### src/msto_defines.vh
`ifndef MSTO_DEFINES_VH
`define MSTO_DEFINES_VH

// Register indices; byte address is four times the index
`define MSTO_IDX_OUT1_SEL 16'h2410
`define MSTO_IDX_OUT2_SEL 16'h2411
`define MSTO_IDX_OUT3_SEL 16'h2412
`define MSTO_IDX_INP_WIN 16'h2431
`define MSTO_IDX_INP_COND 16'h2432
`define MSTO_IDX_INP_DLY 16'h2433
`define MSTO_IDX_ZSP_THR 16'h2434
`define MSTO_IDX_VM_WIN 16'h2435
`define MSTO_IDX_ARR_SPD 16'h2436
`define MSTO_IDX_IRQ_STAT 16'h2800
`define MSTO_IDX_IRQ_MASK 16'h2801
`define MSTO_IDX_FLAGS 16'h2802
`define MSTO_IDX_MASTER_OUT 16'h60fe

// Reset values
`define MSTO_RST_OUT1_SEL 8'h01
`define MSTO_RST_OUT2_SEL 8'h03
`define MSTO_RST_OUT3_SEL 8'h04
`define MSTO_RST_INP_WIN 16'h0014
`define MSTO_RST_INP_COND 16'h0001
`define MSTO_RST_INP_DLY 16'h0000
`define MSTO_RST_ZSP_THR 16'h0032
`define MSTO_RST_VM_WIN 16'h0032
`define MSTO_RST_ARR_SPD 16'h03e8

// Field positions
`define MSTO_SEL_NC_BIT 7
`define MSTO_MASTER_OUT1_BIT 16
`define MSTO_MASTER_OUT2_BIT 17
`define MSTO_MASTER_OUT3_BIT 18

// Function codes (normally-open form; bit 7 set gives normally-closed)
`define MSTO_FN_INP 5'h04
`define MSTO_FN_ZSP 5'h07

// Event bits
`define MSTO_EV_ZSP_ON 0
`define MSTO_EV_INP_ON 1
`define MSTO_EV_ZSP_OFF 2
`define MSTO_EV_INP_OFF 3

// Positioning-complete modes
`define MSTO_INP_MODE_DEV 3'd0
`define MSTO_INP_MODE_NOCMD 3'd1
`define MSTO_INP_MODE_ZSP 3'd2
`define MSTO_INP_MODE_HOLD 3'd3
`define MSTO_INP_MODE_SETTLE 3'd4

// Timing
`define MSTO_ZSP_HYST_RPM 17'd10
`define MSTO_CLK_PERIOD_NS 5
`define MSTO_MS_NS 1000000
`define MSTO_CYC_PER_MS (`MSTO_MS_NS / `MSTO_CLK_PERIOD_NS)

// Bus responses
`define MSTO_RESP_OKAY 2'b00
`define MSTO_RESP_SLVERR 2'b10

`endif

### src/msto_status_out.v
`timescale 1ns/1ps
`include "msto_defines.vh"

// Function
// Normally-open code: output goes low while selected status is true.
// Normally-closed code: output goes high while selected status is true.
// Three selection settings, one per digital output, choose the function.
// All selections zero: master object bits 16 to 18 drive outputs.
// Software writes only listed codes; unlisted codes give an inactive output.
// Zero-speed flag when absolute speed below threshold (1 to 2000, default 50); the register takes any 16-bit value.
// Ten rpm hysteresis above threshold stops zero-speed flag chattering.
// Positioning done when absolute deviation below window, per condition mode.
module msto_status_out #(
  parameter CYC_PER_MS = `MSTO_CYC_PER_MS
)(
  input wire ref_clk,
  input wire rst_n,
  input wire [17:0] s_axi_awaddr,
  input wire s_axi_awvalid,
  output reg s_axi_awready,
  input wire [31:0] s_axi_wdata,
  input wire [3:0] s_axi_wstrb,
  input wire s_axi_wvalid,
  output reg s_axi_wready,
  output reg [1:0] s_axi_bresp,
  output reg s_axi_bvalid,
  input wire s_axi_bready,
  input wire [17:0] s_axi_araddr,
  input wire s_axi_arvalid,
  output reg s_axi_arready,
  output reg [31:0] s_axi_rdata,
  output reg [1:0] s_axi_rresp,
  output reg s_axi_rvalid,
  input wire s_axi_rready,
  input wire [31:0] drive_status,
  input wire signed [15:0] motor_speed,
  input wire signed [31:0] pos_deviation,
  input wire pos_cmd_active,
  output reg digital_output_one,
  output reg digital_output_two,
  output reg digital_output_three,
  output reg zero_speed_flag,
  output reg positioning_done_flag,
  output reg irq
);

  ////////////////////////////////////////////////////////////////////////////
  // Functions

  function [15:0] abs16;
    input [15:0] v;
    begin
      abs16 = v[15] ? (~v + 16'h0001) : v;
    end
  endfunction

  function [31:0] abs32;
    input [31:0] v;
    begin
      abs32 = v[31] ? (~v + 32'h00000001) : v;
    end
  endfunction

  // Listed function codes only
  function code_listed;
    input [6:0] fn;
    begin
      code_listed = (fn >= 7'h01 && fn <= 7'h08) || fn == 7'h0b || fn == 7'h0d ||
                    fn == 7'h0f || fn == 7'h12 || fn == 7'h15 || fn == 7'h16;
    end
  endfunction

  // Pin level for one selection code
  function out_level;
    input [7:0] code;
    input [31:0] vec;
    reg act;
    begin
      act = code_listed(code[6:0]) && vec[code[4:0]];
      if (code[`MSTO_SEL_NC_BIT])
        out_level = act;
      else
        out_level = ~act;
    end
  endfunction

  ////////////////////////////////////////////////////////////////////////////
  // Registers

  reg [7:0] out1_sel_r;
  reg [7:0] out2_sel_r;
  reg [7:0] out3_sel_r;
  reg [15:0] inp_win_r;
  reg [15:0] inp_cond_r;
  reg [15:0] inp_dly_r;
  reg [15:0] zsp_thr_r;
  reg [15:0] vm_win_r;
  reg [15:0] arr_spd_r;
  reg [31:0] master_out_r;
  reg [3:0] irq_stat_r;
  reg [3:0] irq_mask_r;

  reg [17:0] aw_addr_r;
  reg aw_have_r;
  reg [31:0] w_data_r;
  reg [3:0] w_strb_r;
  reg w_have_r;

  wire [15:0] wr_idx = aw_addr_r[17:2];
  wire [15:0] rd_idx = s_axi_araddr[17:2];
  wire wr_fire = aw_have_r && w_have_r && !s_axi_bvalid;
  wire rd_fire = s_axi_arvalid && s_axi_arready;

  function [15:0] merge16;
    input [15:0] old;
    input [31:0] d;
    input [3:0] st;
    begin
      merge16 = {st[1] ? d[15:8] : old[15:8], st[0] ? d[7:0] : old[7:0]};
    end
  endfunction

  ////////////////////////////////////////////////////////////////////////////
  // Status flags

  reg [31:0] ms_cnt_r;
  reg ms_tick_r;
  reg [15:0] settle_ms_r;
  reg [15:0] hold_ms_r;
  reg inp_prev_cond_r;

  wire [15:0] speed_abs = abs16(motor_speed);
  wire [31:0] dev_abs = abs32(pos_deviation);
  wire [16:0] zsp_release = {1'b0, zsp_thr_r} + `MSTO_ZSP_HYST_RPM;
  wire dev_ok = dev_abs < {16'h0000, inp_win_r};
  wire base_cond = dev_ok && !pos_cmd_active;
  reg zsp_nxt;
  reg inp_nxt;

  always @*
  begin
    zsp_nxt = zero_speed_flag;
    if (speed_abs < zsp_thr_r)
      zsp_nxt = 1'b1;
    else if ({1'b0, speed_abs} >= zsp_release)
      zsp_nxt = 1'b0;
  end

  always @*
  begin
    case (inp_cond_r[2:0])
      `MSTO_INP_MODE_DEV:
        inp_nxt = dev_ok;
      `MSTO_INP_MODE_NOCMD:
        inp_nxt = base_cond;
      `MSTO_INP_MODE_ZSP:
        inp_nxt = base_cond && zero_speed_flag;
      `MSTO_INP_MODE_HOLD:
        inp_nxt = base_cond && (inp_dly_r == 16'h0000 || hold_ms_r < inp_dly_r);
      `MSTO_INP_MODE_SETTLE:
        inp_nxt = dev_ok && !pos_cmd_active && settle_ms_r >= inp_dly_r;
      default:
        inp_nxt = 1'b0;
    endcase
  end

  // Millisecond base and the two delay timers
  always @(posedge ref_clk or negedge rst_n)
  begin
    if (!rst_n)
    begin
      ms_cnt_r <= 32'h00000000;
      ms_tick_r <= 1'b0;
      settle_ms_r <= 16'h0000;
      hold_ms_r <= 16'h0000;
      inp_prev_cond_r <= 1'b0;
    end
    else
    begin
      ms_tick_r <= 1'b0;
      if (ms_cnt_r >= CYC_PER_MS - 1)
      begin
        ms_cnt_r <= 32'h00000000;
        ms_tick_r <= 1'b1;
      end
      else
        ms_cnt_r <= ms_cnt_r + 32'h00000001;
      if (pos_cmd_active)
        settle_ms_r <= 16'h0000;
      else if (ms_tick_r && settle_ms_r != 16'hffff)
        settle_ms_r <= settle_ms_r + 16'h0001;
      inp_prev_cond_r <= base_cond;
      if (base_cond && !inp_prev_cond_r)
        hold_ms_r <= 16'h0000;
      else if (ms_tick_r && hold_ms_r != 16'hffff)
        hold_ms_r <= hold_ms_r + 16'h0001;
    end
  end

  always @(posedge ref_clk or negedge rst_n)
  begin
    if (!rst_n)
    begin
      zero_speed_flag <= 1'b0;
      positioning_done_flag <= 1'b0;
    end
    else
    begin
      zero_speed_flag <= zsp_nxt;
      positioning_done_flag <= inp_nxt;
    end
  end

  ////////////////////////////////////////////////////////////////////////////
  // Output pins

  reg [31:0] stat_vec;

  always @*
  begin
    stat_vec = drive_status;
    stat_vec[`MSTO_FN_INP] = positioning_done_flag;
    stat_vec[`MSTO_FN_ZSP] = zero_speed_flag;
  end

  wire master_mode = out1_sel_r == 8'h00 && out2_sel_r == 8'h00 && out3_sel_r == 8'h00;

  always @(posedge ref_clk or negedge rst_n)
  begin
    if (!rst_n)
    begin
      digital_output_one <= 1'b1;
      digital_output_two <= 1'b1;
      digital_output_three <= 1'b1;
    end
    else if (master_mode)
    begin
      digital_output_one <= master_out_r[`MSTO_MASTER_OUT1_BIT];
      digital_output_two <= master_out_r[`MSTO_MASTER_OUT2_BIT];
      digital_output_three <= master_out_r[`MSTO_MASTER_OUT3_BIT];
    end
    else
    begin
      digital_output_one <= out_level(out1_sel_r, stat_vec);
      digital_output_two <= out_level(out2_sel_r, stat_vec);
      digital_output_three <= out_level(out3_sel_r, stat_vec);
    end
  end

  ////////////////////////////////////////////////////////////////////////////
  // Interrupts

  wire [3:0] ev;
  assign ev[`MSTO_EV_ZSP_ON] = zsp_nxt && !zero_speed_flag;
  assign ev[`MSTO_EV_INP_ON] = inp_nxt && !positioning_done_flag;
  assign ev[`MSTO_EV_ZSP_OFF] = !zsp_nxt && zero_speed_flag;
  assign ev[`MSTO_EV_INP_OFF] = !inp_nxt && positioning_done_flag;
  wire stat_rd = rd_fire && rd_idx == `MSTO_IDX_IRQ_STAT;

  always @(posedge ref_clk or negedge rst_n)
  begin
    if (!rst_n)
    begin
      irq_stat_r <= 4'h0;
      irq <= 1'b0;
    end
    else
    begin
      // New events win over the read clear
      irq_stat_r <= (stat_rd ? 4'h0 : irq_stat_r) | ev;
      irq <= |(irq_stat_r & irq_mask_r);
    end
  end

  ////////////////////////////////////////////////////////////////////////////
  // Bus write

  always @(posedge ref_clk or negedge rst_n)
  begin
    if (!rst_n)
    begin
      s_axi_awready <= 1'b1;
      s_axi_wready <= 1'b1;
      s_axi_bvalid <= 1'b0;
      s_axi_bresp <= `MSTO_RESP_OKAY;
      aw_have_r <= 1'b0;
      w_have_r <= 1'b0;
      aw_addr_r <= 18'h00000;
      w_data_r <= 32'h00000000;
      w_strb_r <= 4'h0;
      out1_sel_r <= `MSTO_RST_OUT1_SEL;
      out2_sel_r <= `MSTO_RST_OUT2_SEL;
      out3_sel_r <= `MSTO_RST_OUT3_SEL;
      inp_win_r <= `MSTO_RST_INP_WIN;
      inp_cond_r <= `MSTO_RST_INP_COND;
      inp_dly_r <= `MSTO_RST_INP_DLY;
      zsp_thr_r <= `MSTO_RST_ZSP_THR;
      vm_win_r <= `MSTO_RST_VM_WIN;
      arr_spd_r <= `MSTO_RST_ARR_SPD;
      master_out_r <= 32'h00000000;
      irq_mask_r <= 4'h0;
    end
    else
    begin
      if (s_axi_awvalid && s_axi_awready)
      begin
        aw_addr_r <= s_axi_awaddr;
        aw_have_r <= 1'b1;
        s_axi_awready <= 1'b0;
      end
      if (s_axi_wvalid && s_axi_wready)
      begin
        w_data_r <= s_axi_wdata;
        w_strb_r <= s_axi_wstrb;
        w_have_r <= 1'b1;
        s_axi_wready <= 1'b0;
      end
      if (wr_fire)
      begin
        aw_have_r <= 1'b0;
        w_have_r <= 1'b0;
        s_axi_bvalid <= 1'b1;
        s_axi_bresp <= `MSTO_RESP_OKAY;
        if (wr_idx == `MSTO_IDX_OUT1_SEL)
          out1_sel_r <= w_strb_r[0] ? w_data_r[7:0] : out1_sel_r;
        else if (wr_idx == `MSTO_IDX_OUT2_SEL)
          out2_sel_r <= w_strb_r[0] ? w_data_r[7:0] : out2_sel_r;
        else if (wr_idx == `MSTO_IDX_OUT3_SEL)
          out3_sel_r <= w_strb_r[0] ? w_data_r[7:0] : out3_sel_r;
        else if (wr_idx == `MSTO_IDX_INP_WIN)
          inp_win_r <= merge16(inp_win_r, w_data_r, w_strb_r);
        else if (wr_idx == `MSTO_IDX_INP_COND)
          inp_cond_r <= merge16(inp_cond_r, w_data_r, w_strb_r);
        else if (wr_idx == `MSTO_IDX_INP_DLY)
          inp_dly_r <= merge16(inp_dly_r, w_data_r, w_strb_r);
        else if (wr_idx == `MSTO_IDX_ZSP_THR)
          zsp_thr_r <= merge16(zsp_thr_r, w_data_r, w_strb_r);
        else if (wr_idx == `MSTO_IDX_VM_WIN)
          vm_win_r <= merge16(vm_win_r, w_data_r, w_strb_r);
        else if (wr_idx == `MSTO_IDX_ARR_SPD)
          arr_spd_r <= merge16(arr_spd_r, w_data_r, w_strb_r);
        else if (wr_idx == `MSTO_IDX_IRQ_MASK)
          irq_mask_r <= w_strb_r[0] ? w_data_r[3:0] : irq_mask_r;
        else if (wr_idx == `MSTO_IDX_MASTER_OUT)
        begin
          master_out_r[15:0] <= merge16(master_out_r[15:0], w_data_r, w_strb_r);
          master_out_r[31:16] <= merge16(master_out_r[31:16], {16'h0000, w_data_r[31:16]},
                                         {2'b00, w_strb_r[3:2]});
        end
        else if (wr_idx != `MSTO_IDX_IRQ_STAT && wr_idx != `MSTO_IDX_FLAGS)
          s_axi_bresp <= `MSTO_RESP_SLVERR;
      end
      if (s_axi_bvalid && s_axi_bready)
      begin
        s_axi_bvalid <= 1'b0;
        s_axi_awready <= 1'b1;
        s_axi_wready <= 1'b1;
      end
    end
  end

  ////////////////////////////////////////////////////////////////////////////
  // Bus read

  reg [31:0] rd_data;
  reg rd_ok;

  always @*
  begin
    rd_data = 32'h00000000;
    rd_ok = 1'b1;
    if (rd_idx == `MSTO_IDX_OUT1_SEL)
      rd_data = {24'h000000, out1_sel_r};
    else if (rd_idx == `MSTO_IDX_OUT2_SEL)
      rd_data = {24'h000000, out2_sel_r};
    else if (rd_idx == `MSTO_IDX_OUT3_SEL)
      rd_data = {24'h000000, out3_sel_r};
    else if (rd_idx == `MSTO_IDX_INP_WIN)
      rd_data = {16'h0000, inp_win_r};
    else if (rd_idx == `MSTO_IDX_INP_COND)
      rd_data = {16'h0000, inp_cond_r};
    else if (rd_idx == `MSTO_IDX_INP_DLY)
      rd_data = {16'h0000, inp_dly_r};
    else if (rd_idx == `MSTO_IDX_ZSP_THR)
      rd_data = {16'h0000, zsp_thr_r};
    else if (rd_idx == `MSTO_IDX_VM_WIN)
      rd_data = {16'h0000, vm_win_r};
    else if (rd_idx == `MSTO_IDX_ARR_SPD)
      rd_data = {16'h0000, arr_spd_r};
    else if (rd_idx == `MSTO_IDX_IRQ_STAT)
      rd_data = {28'h0000000, irq_stat_r};
    else if (rd_idx == `MSTO_IDX_IRQ_MASK)
      rd_data = {28'h0000000, irq_mask_r};
    else if (rd_idx == `MSTO_IDX_FLAGS)
      rd_data = {27'h0000000, digital_output_three, digital_output_two, digital_output_one,
                 positioning_done_flag, zero_speed_flag};
    else if (rd_idx == `MSTO_IDX_MASTER_OUT)
      rd_data = master_out_r;
    else
      rd_ok = 1'b0;
  end

  always @(posedge ref_clk or negedge rst_n)
  begin
    if (!rst_n)
    begin
      s_axi_arready <= 1'b1;
      s_axi_rvalid <= 1'b0;
      s_axi_rdata <= 32'h00000000;
      s_axi_rresp <= `MSTO_RESP_OKAY;
    end
    else
    begin
      if (rd_fire)
      begin
        s_axi_arready <= 1'b0;
        s_axi_rvalid <= 1'b1;
        s_axi_rdata <= rd_data;
        s_axi_rresp <= rd_ok ? `MSTO_RESP_OKAY : `MSTO_RESP_SLVERR;
      end
      else if (s_axi_rvalid && s_axi_rready)
      begin
        s_axi_rvalid <= 1'b0;
        s_axi_arready <= 1'b1;
      end
    end
  end

endmodule

### config.mk
export PLATFORM = sky130hd
export DESIGN_NAME = msto_status_out
export DESIGN_NICKNAME = d
export VERILOG_FILES = /design/src/msto_status_out.v
export VERILOG_INCLUDE_DIRS = /design/src
export SDC_FILE = /design/constraint.sdc
export NUM_CORES = 1
export LEC_CHECK = 0
export ABC_AREA = 1
export BUFFER_PORTS_ARGS = -buffer_cell sky130_fd_sc_hd__buf_2
export CAP_MARGIN = 15
export CORE_ASPECT_RATIO = 0.6
export CORE_UTILIZATION = 25
export CTS_CLUSTER_SIZE = 30
export DETAILED_ROUTE_END_ITERATION = 6
export RECOVER_POWER = 50
export SYNTH_ARGS = -nofsm -noshare
export SYNTH_HDL_FRONTEND = slang
export SYNTH_SLANG_ARGS = --single-unit
export TNS_END_PERCENT = 100
### constraint.sdc
create_clock -name ref_clk -period 3.9 [get_ports ref_clk]
set_clock_uncertainty 0.2 [all_clocks]
set_input_delay 1.17 -clock ref_clk [delete_from_list [all_inputs] [get_ports ref_clk]]
set_output_delay 1.17 -clock ref_clk [all_outputs]
set_load 0.01 [all_outputs]
======== Word level (Yosys, flattened, before mapping) ========
Cells that the tools add are included.
word-level totals
  flip-flop bits (word level) ............. 329
  bits in latches ......................... 0
  bits in writable memories ............... 0
  memory bits (read-only) ................. 0
  output and inout port bits .............. 47
  word-level logic and storage cells ...... 298
  memories ................................ 0
cells by class
  add/subtract/negate cells ............... 6
  multiply operators ...................... 0
  div/mod/pow operators ................... 0
  $lt $le $gt $ge ......................... 15
  eq/ne operators ......................... 50
  shift-type cells ........................ 0
  mux-type cells .......................... 77
  bitwise operators ....................... 17
  reductions and logical operators ........ 88
operator list
  kind                     count
  $mux W32                 15
  $eq A16 B14 Y1 const B   22
  $mux W16                 5
  $add A32 B1 Y32 const B  2
  $eq A7 B4 Y1 const B     9
  $eq A7 B5 Y1 const B     9
  $reduce_and A13 Y1       4
  $add A16 B1 Y16 const B  3
  $mux W1                  39
  $eq A16 B15 Y1 const B   2
  $ge A32 B18 Y1 const B   1
  $lt A16 B16 Y1           2
  $lt A32 B16 Y1           1
  $ne A16 B14 Y1 const B   2
  $ne A16 B16 Y1 const B   2
  $not A32 Y32             1
  $logic_and A1 B1 Y1      28
  $mux W2                  13
  $logic_not A8 Y1         3
  $reduce_and A11 Y1       2
  $ge A7 B1 Y1 const B     3
  $le A7 B4 Y1 const B     3
  $reduce_and A10 Y1       2
  $logic_or A1 B1 Y1       19
  other kinds (27)         61

======== Longest topological paths before layout ========
Gate-level depths: netlist of run 1.
  depth after elaboration ................. 15
  gate-level depth with buffers ........... 22
  gate-level depth less buffers ........... 22

======== Worst setup path after synthesis of run 1 ========
OpenSTA, ideal clock, no wires.
  path kind ............................... in2reg
  from .................................... in motor_speed[0]
  to ...................................... reg zero_speed_flag
  setup time .............................. 0.138 ns
  arrival ................................. 3.249 ns
  required time ........................... 3.562 ns
  setup slack ............................. 0.313 ns
  cell stages on the path ................. 14
  path buffers ............................ 0
  cell sequence ........................... inv_1 > ha_1 > inv_1 > nor3_1 > nand3_1 > o31ai_1 > o21ai_0 > xor2_1 > ha_1 > nand4_1 > nor4_1 > nand2_1 > nand3_1 > o21ai_0
on the way
  word-level cells in the longest chain between the ends .. 6
RTL lines
  item                  line                   RTL
  start, declared       msto_status_out.v:36   input wire signed [15:0] motor_speed,
  $not A16 Y16          msto_status_out.v:53   abs16 = v[15] ? (~v + 16'h0001) : v;
  $add A16 B1 Y16       msto_status_out.v:53
  $mux W16 (*)          msto_status_out.v:53
  $ge A16 B17 Y1        msto_status_out.v:145  else if ({1'b0, speed_abs} >= zsp_release)
  $mux W1               msto_status_out.v:145
  $mux W1 (*)           msto_status_out.v:143  if (speed_abs < zsp_thr_r)
  via zsp_nxt           msto_status_out.v:137  reg zsp_nxt;
  end signal, assigned  msto_status_out.v:209  zero_speed_flag <= zsp_nxt;
  end, declared         msto_status_out.v:42   output reg zero_speed_flag,
Mark *: on every way through the listed nets, which the timed path passes. The rest lies on a longest branch.
A chain may end at the register's enable or synchronous reset.

======== Final worst setup path of run 1 ========
Same ends and word-level chain as after synthesis.

==> reports/qor.csv, run 1 <==
stage,metric,value,unit
outcome,status,finished with violations,
outcome,violations,"max-capacitance violations, max-slew violations",
worst_setup_path,crit_family,simple AND/OR/NAND/NOR gates,
power_and_ir_drop,sequentialPowerShare,0.434,
sta,fmax,286.8,MHz
clock_tree,numClockSinks,325,
global_route,grt_max_degree,70,
synthesis,synth_edf_count,0,
power_and_ir_drop,p_sw_frac,0.3262,
sta,worst_slack,413.7,ps
placed_design,io_buffers,198,
synthesis,synthTopCellsByCount,"nand2_1 (720), inv_1 (349), dfrtp_1 (300)",
drt,routed_via_density,4.678,
global_route,first_global_vias,16848,
synthesis,synth_mux_area_frac,0.0005122,
synthesis,netlist.area_leader.share,0.3842,
synthesis,ys_types,60,
worst_setup_path,timing.rr.start,zsp_thr_r[1]$_DFFE_PN1P_,
worst_setup_path,critPathBufInv,3,
sta,period_needed,3486,ps
worst_setup_path,critPathKind,input port to register,
floorplan,start_util,0.2557,
floorplan,num_rows,78,
power_and_ir_drop,powerDensity,392.6,nW/um^2
worst_setup_path,crit_arrival,3750,ps
sta,holdWs,261.0,ps
sta,final-hold-violation-count,0,
power_and_ir_drop,leakage,10.89,nW
power_and_ir_drop,p_sw,0.002961,W
worst_setup_path,crit_start,motor_speed[0],
worst_setup_path,max_stage_delay,380,ps
min_path,holdCritStartpoint,ms_cnt_r[0]$_DFF_PN0_,
clock_tree,ctsHoldBuffers,0,
floorplan,fp.coreArea,76420,sq um
synthesis,syn_inst,2626,
worst_setup_path,end_kind,register,
clock_tree,cts_tree,done,
floorplan,boundaryPins,207,
synthesis,synth_compound_area_frac,0.1335,
clock_tree,clk-insertion-delay-late,610,ps
power_and_ir_drop,pwr-share-comb,0.201,
drt,drt-pass1-iter-count,5,
sta,tns,0,ps
clock_tree,htreeDepth,1,
synthesis,synthArstFlopShare,1.000,
clock_tree,cts_buffers,31,
drt,ant_nets,0,
synthesis,syn_area,19540,sq um
final_layout,drive_above_1_share,0.1351,
global_route,antenna_found_initial,7,
clock_tree,path_clk_slew,70,ps
synthesis,synth_warnings,0,
worst_setup_path,cp_slowest_cell,o31ai_1,
min_path,hp-class,register to register,
synthesis,synth_most_common_cell,nand2_1,
synthesis,synthSimpleGateAreaFrac,0.2864,
sta,tightest_slew,1967,ps
sta,finalCritPeriodShare,0.8939,
floorplan,die-area,79320,sq um
power_and_ir_drop,intPower,0.006118,W
worst_setup_path,startpoint_type,input port,
drt,wl,65430,um
synthesis,post-synth-top-area-cell,dfrtp_1,
synthesis,yosys-top-cells-area,"dfrtp_1 (38%), nand2_1 (14%), o21ai_0 (6.9%), inv_1 (6.7%), ha_1 (5.3%)",
global_route,grt_usage,0.1640,
final_layout,finalNetCount,3105,
sta,max_slew_margin,-0.3117,
clock_tree,cts_resized,0,
worst_setup_path,worstPathRequired,4160,ps
drt,vias,18378,
placed_design,dp_hpwl,51610,um
global_route,grt_pass1_wl,100600,um
sta,rsz0062_at_grt,false,
worst_setup_path,crit_chain,"buf_2, inv_1, ha_1, inv_1, nor3_1, nand3_1, o31ai_1, o21ai_0, xor2_1, ha_1, nand4_1, nor4_1, nand2_1, nand3_1, o21ai_0",
synthesis,syn_area_per_cell,7.441,sq um
job,max-cap-violations,1,
final_layout,syn_to_final_growth,18.33,%
drt,wl_per_cell,16.65,um
final_layout,n_fill_cell,8270,
synthesis,synth-seq-area-share,0.4178,
power_and_ir_drop,clockPowerShare,0.364,
worst_setup_path,cp_max_fo,3,
floorplan,die_h,218.6,um
power_and_ir_drop,max-vdd-ir-drop,0.2863,mV
power_and_ir_drop,p_total,0.009079,W
drt,drt_iter0_drc,1858,
placed_design,post-place-ws,-141.6,ps
sta,setup_viol,0,
synthesis,synth_flop_cell,dfrtp_1,
synthesis,synth-seq-cells,325,
drt,drc_errors,0,
synthesis,synthAdderAreaFrac,0.05314,
sta,slew_violations,67,
synthesis,synth_top_family_by_area,simple AND/OR/NAND/NOR gates,
floorplan,dieWidth,362.9,um
placed_design,gp_congestion,0.9801,
clock_tree,cts_max_path_buffers,3,
clock_tree,root_buffer,clkbuf_16,
global_route,grt_overflow,0,
synthesis,synthXorXnorAreaFrac,0.02331,
clock_tree,cts_setup_buffers,0,
## power by group through the flow
stage          Clock (W)  Combinational, W  Sequential, W
6_report         0.00331           0.00183        0.00394
5_1_grt          0.00353           0.00207        0.00398
4_1_cts          0.00339           0.00183        0.00394
3_5_place_dp           0           0.00182        0.00399
3_3_place_gp           0           0.00179        0.00399
2_1_floorplan          0           0.00106        0.00396
## through the flow
stage                     utilization  cells  instance area, sq um
after floorplan                     -   2641                 19600
after global placement         0.2887   3869                 22060
after detailed placement       0.2887   3869                 22060
after CTS                      0.3030   3927                 23150
after global routing           0.3025   3927                 23120
final                          0.3026   3929                 23120
## worst paths after layout
check	to	slack, ps	cells past startpoint
min	ms_cnt_r[0]$_DFF_PN0_	260	1
max	zero_speed_flag$_DFF_PN0_	410	15
min in group asynchronous	s_axi_rdata[13]$_DFFE_PN0P_	870	1
max in group asynchronous	s_axi_rdata[28]$_DFFE_PN0P_	760	2
min reg2reg	ms_cnt_r[0]$_DFF_PN0_	260	1
max reg2reg	zero_speed_flag$_DFF_PN0_	540	13
## layout make-up
type,instances,area (sq um),area share
clock buffer,42,847.1,0.03663
clock inverter,16,240.2,0.01039
tap,1040,1301,0.05628
antenna,2,5.005,0.0002164
timing repair buffer,255,1456,0.06299
inverter,356,1336,0.05779
multi-input combinational,1893,9772,0.4226
sequential,325,8164,0.3531
## routing by layer
metal / vias to the layer above / wire (um) / share of wire / global-route usage
met5: - / 56 / 0.00086 / 0
met4: 8 / 653 / 0.010 / 0.02011
met3: 58 / 7516 / 0.11 / 0.05806
met2: 642 / 23800 / 0.36 / 0.2068
met1: 8562 / 33400 / 0.51 / 0.2616
li1: 9108 / - / - / -
## registers in the layout (all words and copies together) (netlist names), 4 cells and up
register	count
master_out_r	32
ms_cnt_r	32
s_axi_rdata	32
w_data_r	32
arr_spd_r	16
aw_addr_r	16
hold_ms_r	16
inp_cond_r	16
inp_dly_r	16
inp_win_r	16
settle_ms_r	16
vm_win_r	16
zsp_thr_r	16
out1_sel_r	8
out2_sel_r	8
out3_sel_r	8
irq_mask_r	4
irq_stat_r	4
w_strb_r	4
## cells by family (layout without fill, tap and decap cells)
kind of cell / after synthesis / count (layout)
compound gates: 454 / 454
xor+xnor: 52 / 52
fa+ha+maj: 83 / 83
buf+inv: 423 / 669
flops: 325 / 325
mux: 1 / 1
other cells: 1 / 18
simple gates: 1287 / 1287
## layout by cell type, fill, tap and decap left out, types with 17 or more instances in the layout
| cell type | instances |
|---|---|
| o21ai_0 | 269 |
| dfstp_2 | 25 |
| o221ai_1 | 19 |
| a22oi_1 | 17 |
| xor2_1 | 44 |
| clkbuf_16 | 31 |
| nand3_1 | 145 |
| nor4_1 | 23 |
| inv_1 | 350 |
| dfrtp_1 | 300 |
| buf_4 | 49 |
| nand2_1 | 719 |
| ha_1 | 83 |
| nand4_1 | 53 |
| nor2_1 | 212 |
| nor3_1 | 62 |
| o2111ai_1 | 20 |
| buf_2 | 196 |
| a21oi_1 | 77 |
Power figures use the tool's default switching activity.
==> inputs of run 2 (changes only) <==
--- a/config.mk
+++ b/config.mk
@@ -13,6 +13,7 @@
 export CORE_UTILIZATION = 25
 export CTS_CLUSTER_SIZE = 30
 export DETAILED_ROUTE_END_ITERATION = 6
+export HOLD_SLACK_MARGIN = 0.1
 export RECOVER_POWER = 50
 export SYNTH_ARGS = -nofsm -noshare
 export SYNTH_HDL_FRONTEND = slang
==> constraint.sdc (replaced) <==
create_clock -name ref_clk -period 3 [get_ports ref_clk]
set_clock_uncertainty 0.2 [all_clocks]
set_input_delay 0.9 -clock ref_clk [delete_from_list [all_inputs] [get_ports ref_clk]]
set_output_delay 0.9 -clock ref_clk [all_outputs]
set_load 0.01 [all_outputs]
==> run 2 against run 1 <==
Against the previous run:
- critical path type is now register to register
- critical endpoint is now irq_stat_r[2]$_DFF_PN0_
- non-clock buffer count rose by 158
- critical path depth up 1
- die area unchanged
- count of clock-buffer cells in the layout up 9
- total power is 35% higher
- the run ends with design-rule violations, max-capacitance violations, negative setup slack left
- highest routed layer is now met4
- global-route usage increased by 0.17 points
- sequential share of layout area is 2.5 points lower
- via count up 3.3%
==> reports/qor.csv, run 2 (synthesis results as in run 1) <==
stage,metric,value,unit,change
final_layout,finalNetCount,3267,,+5.2%
worst_setup_path,reg2reg_slack,-50,ps,-590 ps
sta,setup_viol,9,,+9
final_layout,syn_to_final_growth,27.27,%,
clock_tree,root_buffer,clkbuf_16,,
clock_tree,clk-insertion-delay-late,530,ps,-80 ps
outcome,status,finished with violations,,
final_layout,final_area,24870,sq um,+7.6%
placed_design,gp_congestion,0.9370,,-4.4%
floorplan,boundaryPins,207,,unchanged
final_layout,drive_above_1_share,0.2027,,+0.06760
final_layout,final_common_cell,nand2_1,,
min_path,holdCritStartpoint,ms_cnt_r[0]$_DFF_PN0_,,
clock_tree,numClockSinks,325,,unchanged
worst_setup_path,end_kind,register,,
floorplan,die_h,218.6,um,unchanged
clock_tree,path_clk_slew,60,ps,about the same
drt,wl,66220,um,+1.2%
min_path,hold_path_end,ms_cnt_r[0]$_DFF_PN0_,,
drt,drt_iter0_drc,1713,,-7.8%
floorplan,fp.coreArea,76420,sq um,unchanged
sta,tns,-157.5,ps,-157.5 ps
global_route,antenna_found_initial,0,,-7
sta,finalCritPeriodShare,1.016,,
worst_setup_path,reg2reg_depth,16,,+3
sta,max_slew_margin,0.005202,,+0.3169
worst_setup_path,rr_endpoint,irq_stat_r[2]$_DFF_PN0_,,
min_path,hold_depth,1,,unchanged
floorplan,die-area,79320,sq um,unchanged
worst_setup_path,timing.rr.start,zsp_thr_r[1]$_DFFE_PN1P_,,
floorplan,dieWidth,362.9,um,unchanged
power_and_ir_drop,leakage,11.79,nW,+8.2%
global_route,first_global_vias,17574,,+4.3%
global_route,grt_usage,0.1657,,+0.001718
worst_setup_path,cp_max_fo,4,,+1
floorplan,num_rows,78,,unchanged
min_path,hp-class,register to register,,
clock_tree,cts_tree,done,,
sta,worst_slack,-47.01,ps,-460.7 ps
global_route,grt_overflow,0,,unchanged
sta,rsz0062_at_grt,true,,
power_and_ir_drop,powerDensity,493.2,nW/um^2,+26%
placed_design,dp_hpwl,51830,um,+0.43%
drt,ant_nets,0,,unchanged
drt,drc_errors,1,,+1
drt,vias,18984,,+3.3%
clock_tree,htreeDepth,2,,+1
global_route,grt_pass1_wl,102700,um,+2.1%
drt,routed_via_density,4.642,,-0.77%
job,max-cap-violations,1,,unchanged
global_route,grt_max_degree,83,,+19%
outcome,violations,"design-rule violations, max-capacitance violations, negative setup slack",,
placed_design,placed_area,23310,sq um,+5.7%
power_and_ir_drop,max-vdd-ir-drop,0.3365,mV,+18%
worst_setup_path,worstPathRequired,3270,ps,-890 ps
sta,fmax,328.2,MHz,
final_layout,final_cell_mix,"nand2_1 (710), inv_1 (339), dfrtp_1 (300)",,
sta,slew_violations,0,,-100%
worst_setup_path,critPathKind,register to register,,
sta,period_needed,3047,ps,
floorplan,start_util,0.2557,,unchanged
drt,wl_per_cell,16.19,um,-2.8%
sta,tightest_slew,1492,ps,-475.3 ps
worst_setup_path,crit_arrival,3320,ps,-430 ps
worst_setup_path,startpoint_type,register,,
placed_design,io_buffers,198,,unchanged
sta,final-hold-violation-count,0,,unchanged
clock_tree,cts_buffers,35,,+13%
sta,holdWs,262.3,ps,+1.268 ps
drt,drt-pass1-iter-count,7,,+2
clock_tree,cts_max_path_buffers,3,,unchanged
-- run 2: area by class of cell --
type                    count  area (sq um)
inverters                 356          1363
fillers                  8113         51550
well taps                1040          1301
flip-flops and latches    325          8164
clock inverters            11         192.7
multi-input cells        1893         10180
diodes                      1         2.502
clock buffers              51         975.9
repair buffers            413          2693
-- run 2: metrics by stage --
| step | cells | util | setup slack, ps | total power (W) |
|---|---|---|---|---|
| after floorplan | 2641 | - | -143.8 | 0.006551 |
| after global placement | 4009 | 0.3051 | -615.0 | 0.007698 |
| after detailed placement | 4009 | 0.3051 | -638.0 | 0.007726 |
| after CTS | 4079 | 0.3223 | -40.86 | 0.01231 |
| after global routing | 4089 | 0.3254 | -256.6 | 0.01290 |
| final | 4090 | 0.3255 | -47.01 | 0.01227 |
-- run 2: worst max-delay path: stages, from the launching register on --
cell and delay (ps):
dfstp_2 580, ha_4 150, nor2_2 40, nor2_1 100, nand2_1 80, nor3_2 150, nand3_1 130, nor2_2 160
nand4_1 100, xor2_1 180, ha_1 340, nand4_1 190, nor2_1 160, nand4_1 140, nand3_2 150, nand3_1 80
nand2_1 70
-- run 2: how the worst max path moves through the flow --
stage / startpoint / end / slack, ps / depth (start not counted)
2_1_floorplan: motor_speed[0] / irq_stat_r[2]$_DFF_PN0_ / -140 / 16
3_3_place_gp: motor_speed[0] / irq_stat_r[2]$_DFF_PN0_ / -620 / 18
3_5_place_dp: motor_speed[0] / irq_stat_r[2]$_DFF_PN0_ / -640 / 19
4_1_cts: zsp_thr_r[1]$_DFFE_PN1P_ / irq_stat_r[2]$_DFF_PN0_ / -40 / 14
5_1_grt: motor_speed[1] / irq_stat_r[2]$_DFF_PN0_ / -260 / 17
6_report: zsp_thr_r[1]$_DFFE_PN1P_ / irq_stat_r[2]$_DFF_PN0_ / -50 / 16
-- run 2: power breakdown --
| group | leakage, nW | switching [W] | internal, W |
|---|---|---|---|
| clock | 0.562 | 0.00184 | 0.00270 |
| sequential | 4.29 | 0.000285 | 0.00484 |
| combinational | 6.93 | 0.00178 | 0.000813 |
-- run 2: metal layers --
metal	vias to the layer above	global-route usage	part of all wire
met4	0	0.02180	0.0093
met5	-	0	0
met2	679	0.2205	0.38
met1	8845	0.2627	0.51
li1	9410	-	-
met3	50	0.04571	0.10
-- run 2: repair_timing --
| action | in CTS | in global routing |
|---|---|---|
| buffers inserted | 7 | 8 |
| hold buffers | 1 | 0 |
| gates resized for setup | 18 | 59 |
| pin swaps | 9 | 41 |
| cloned | 0 | 3 |
| hold endpoints to repair | 22 | 0 |
| setup endpoints to repair | 20 | 22 |
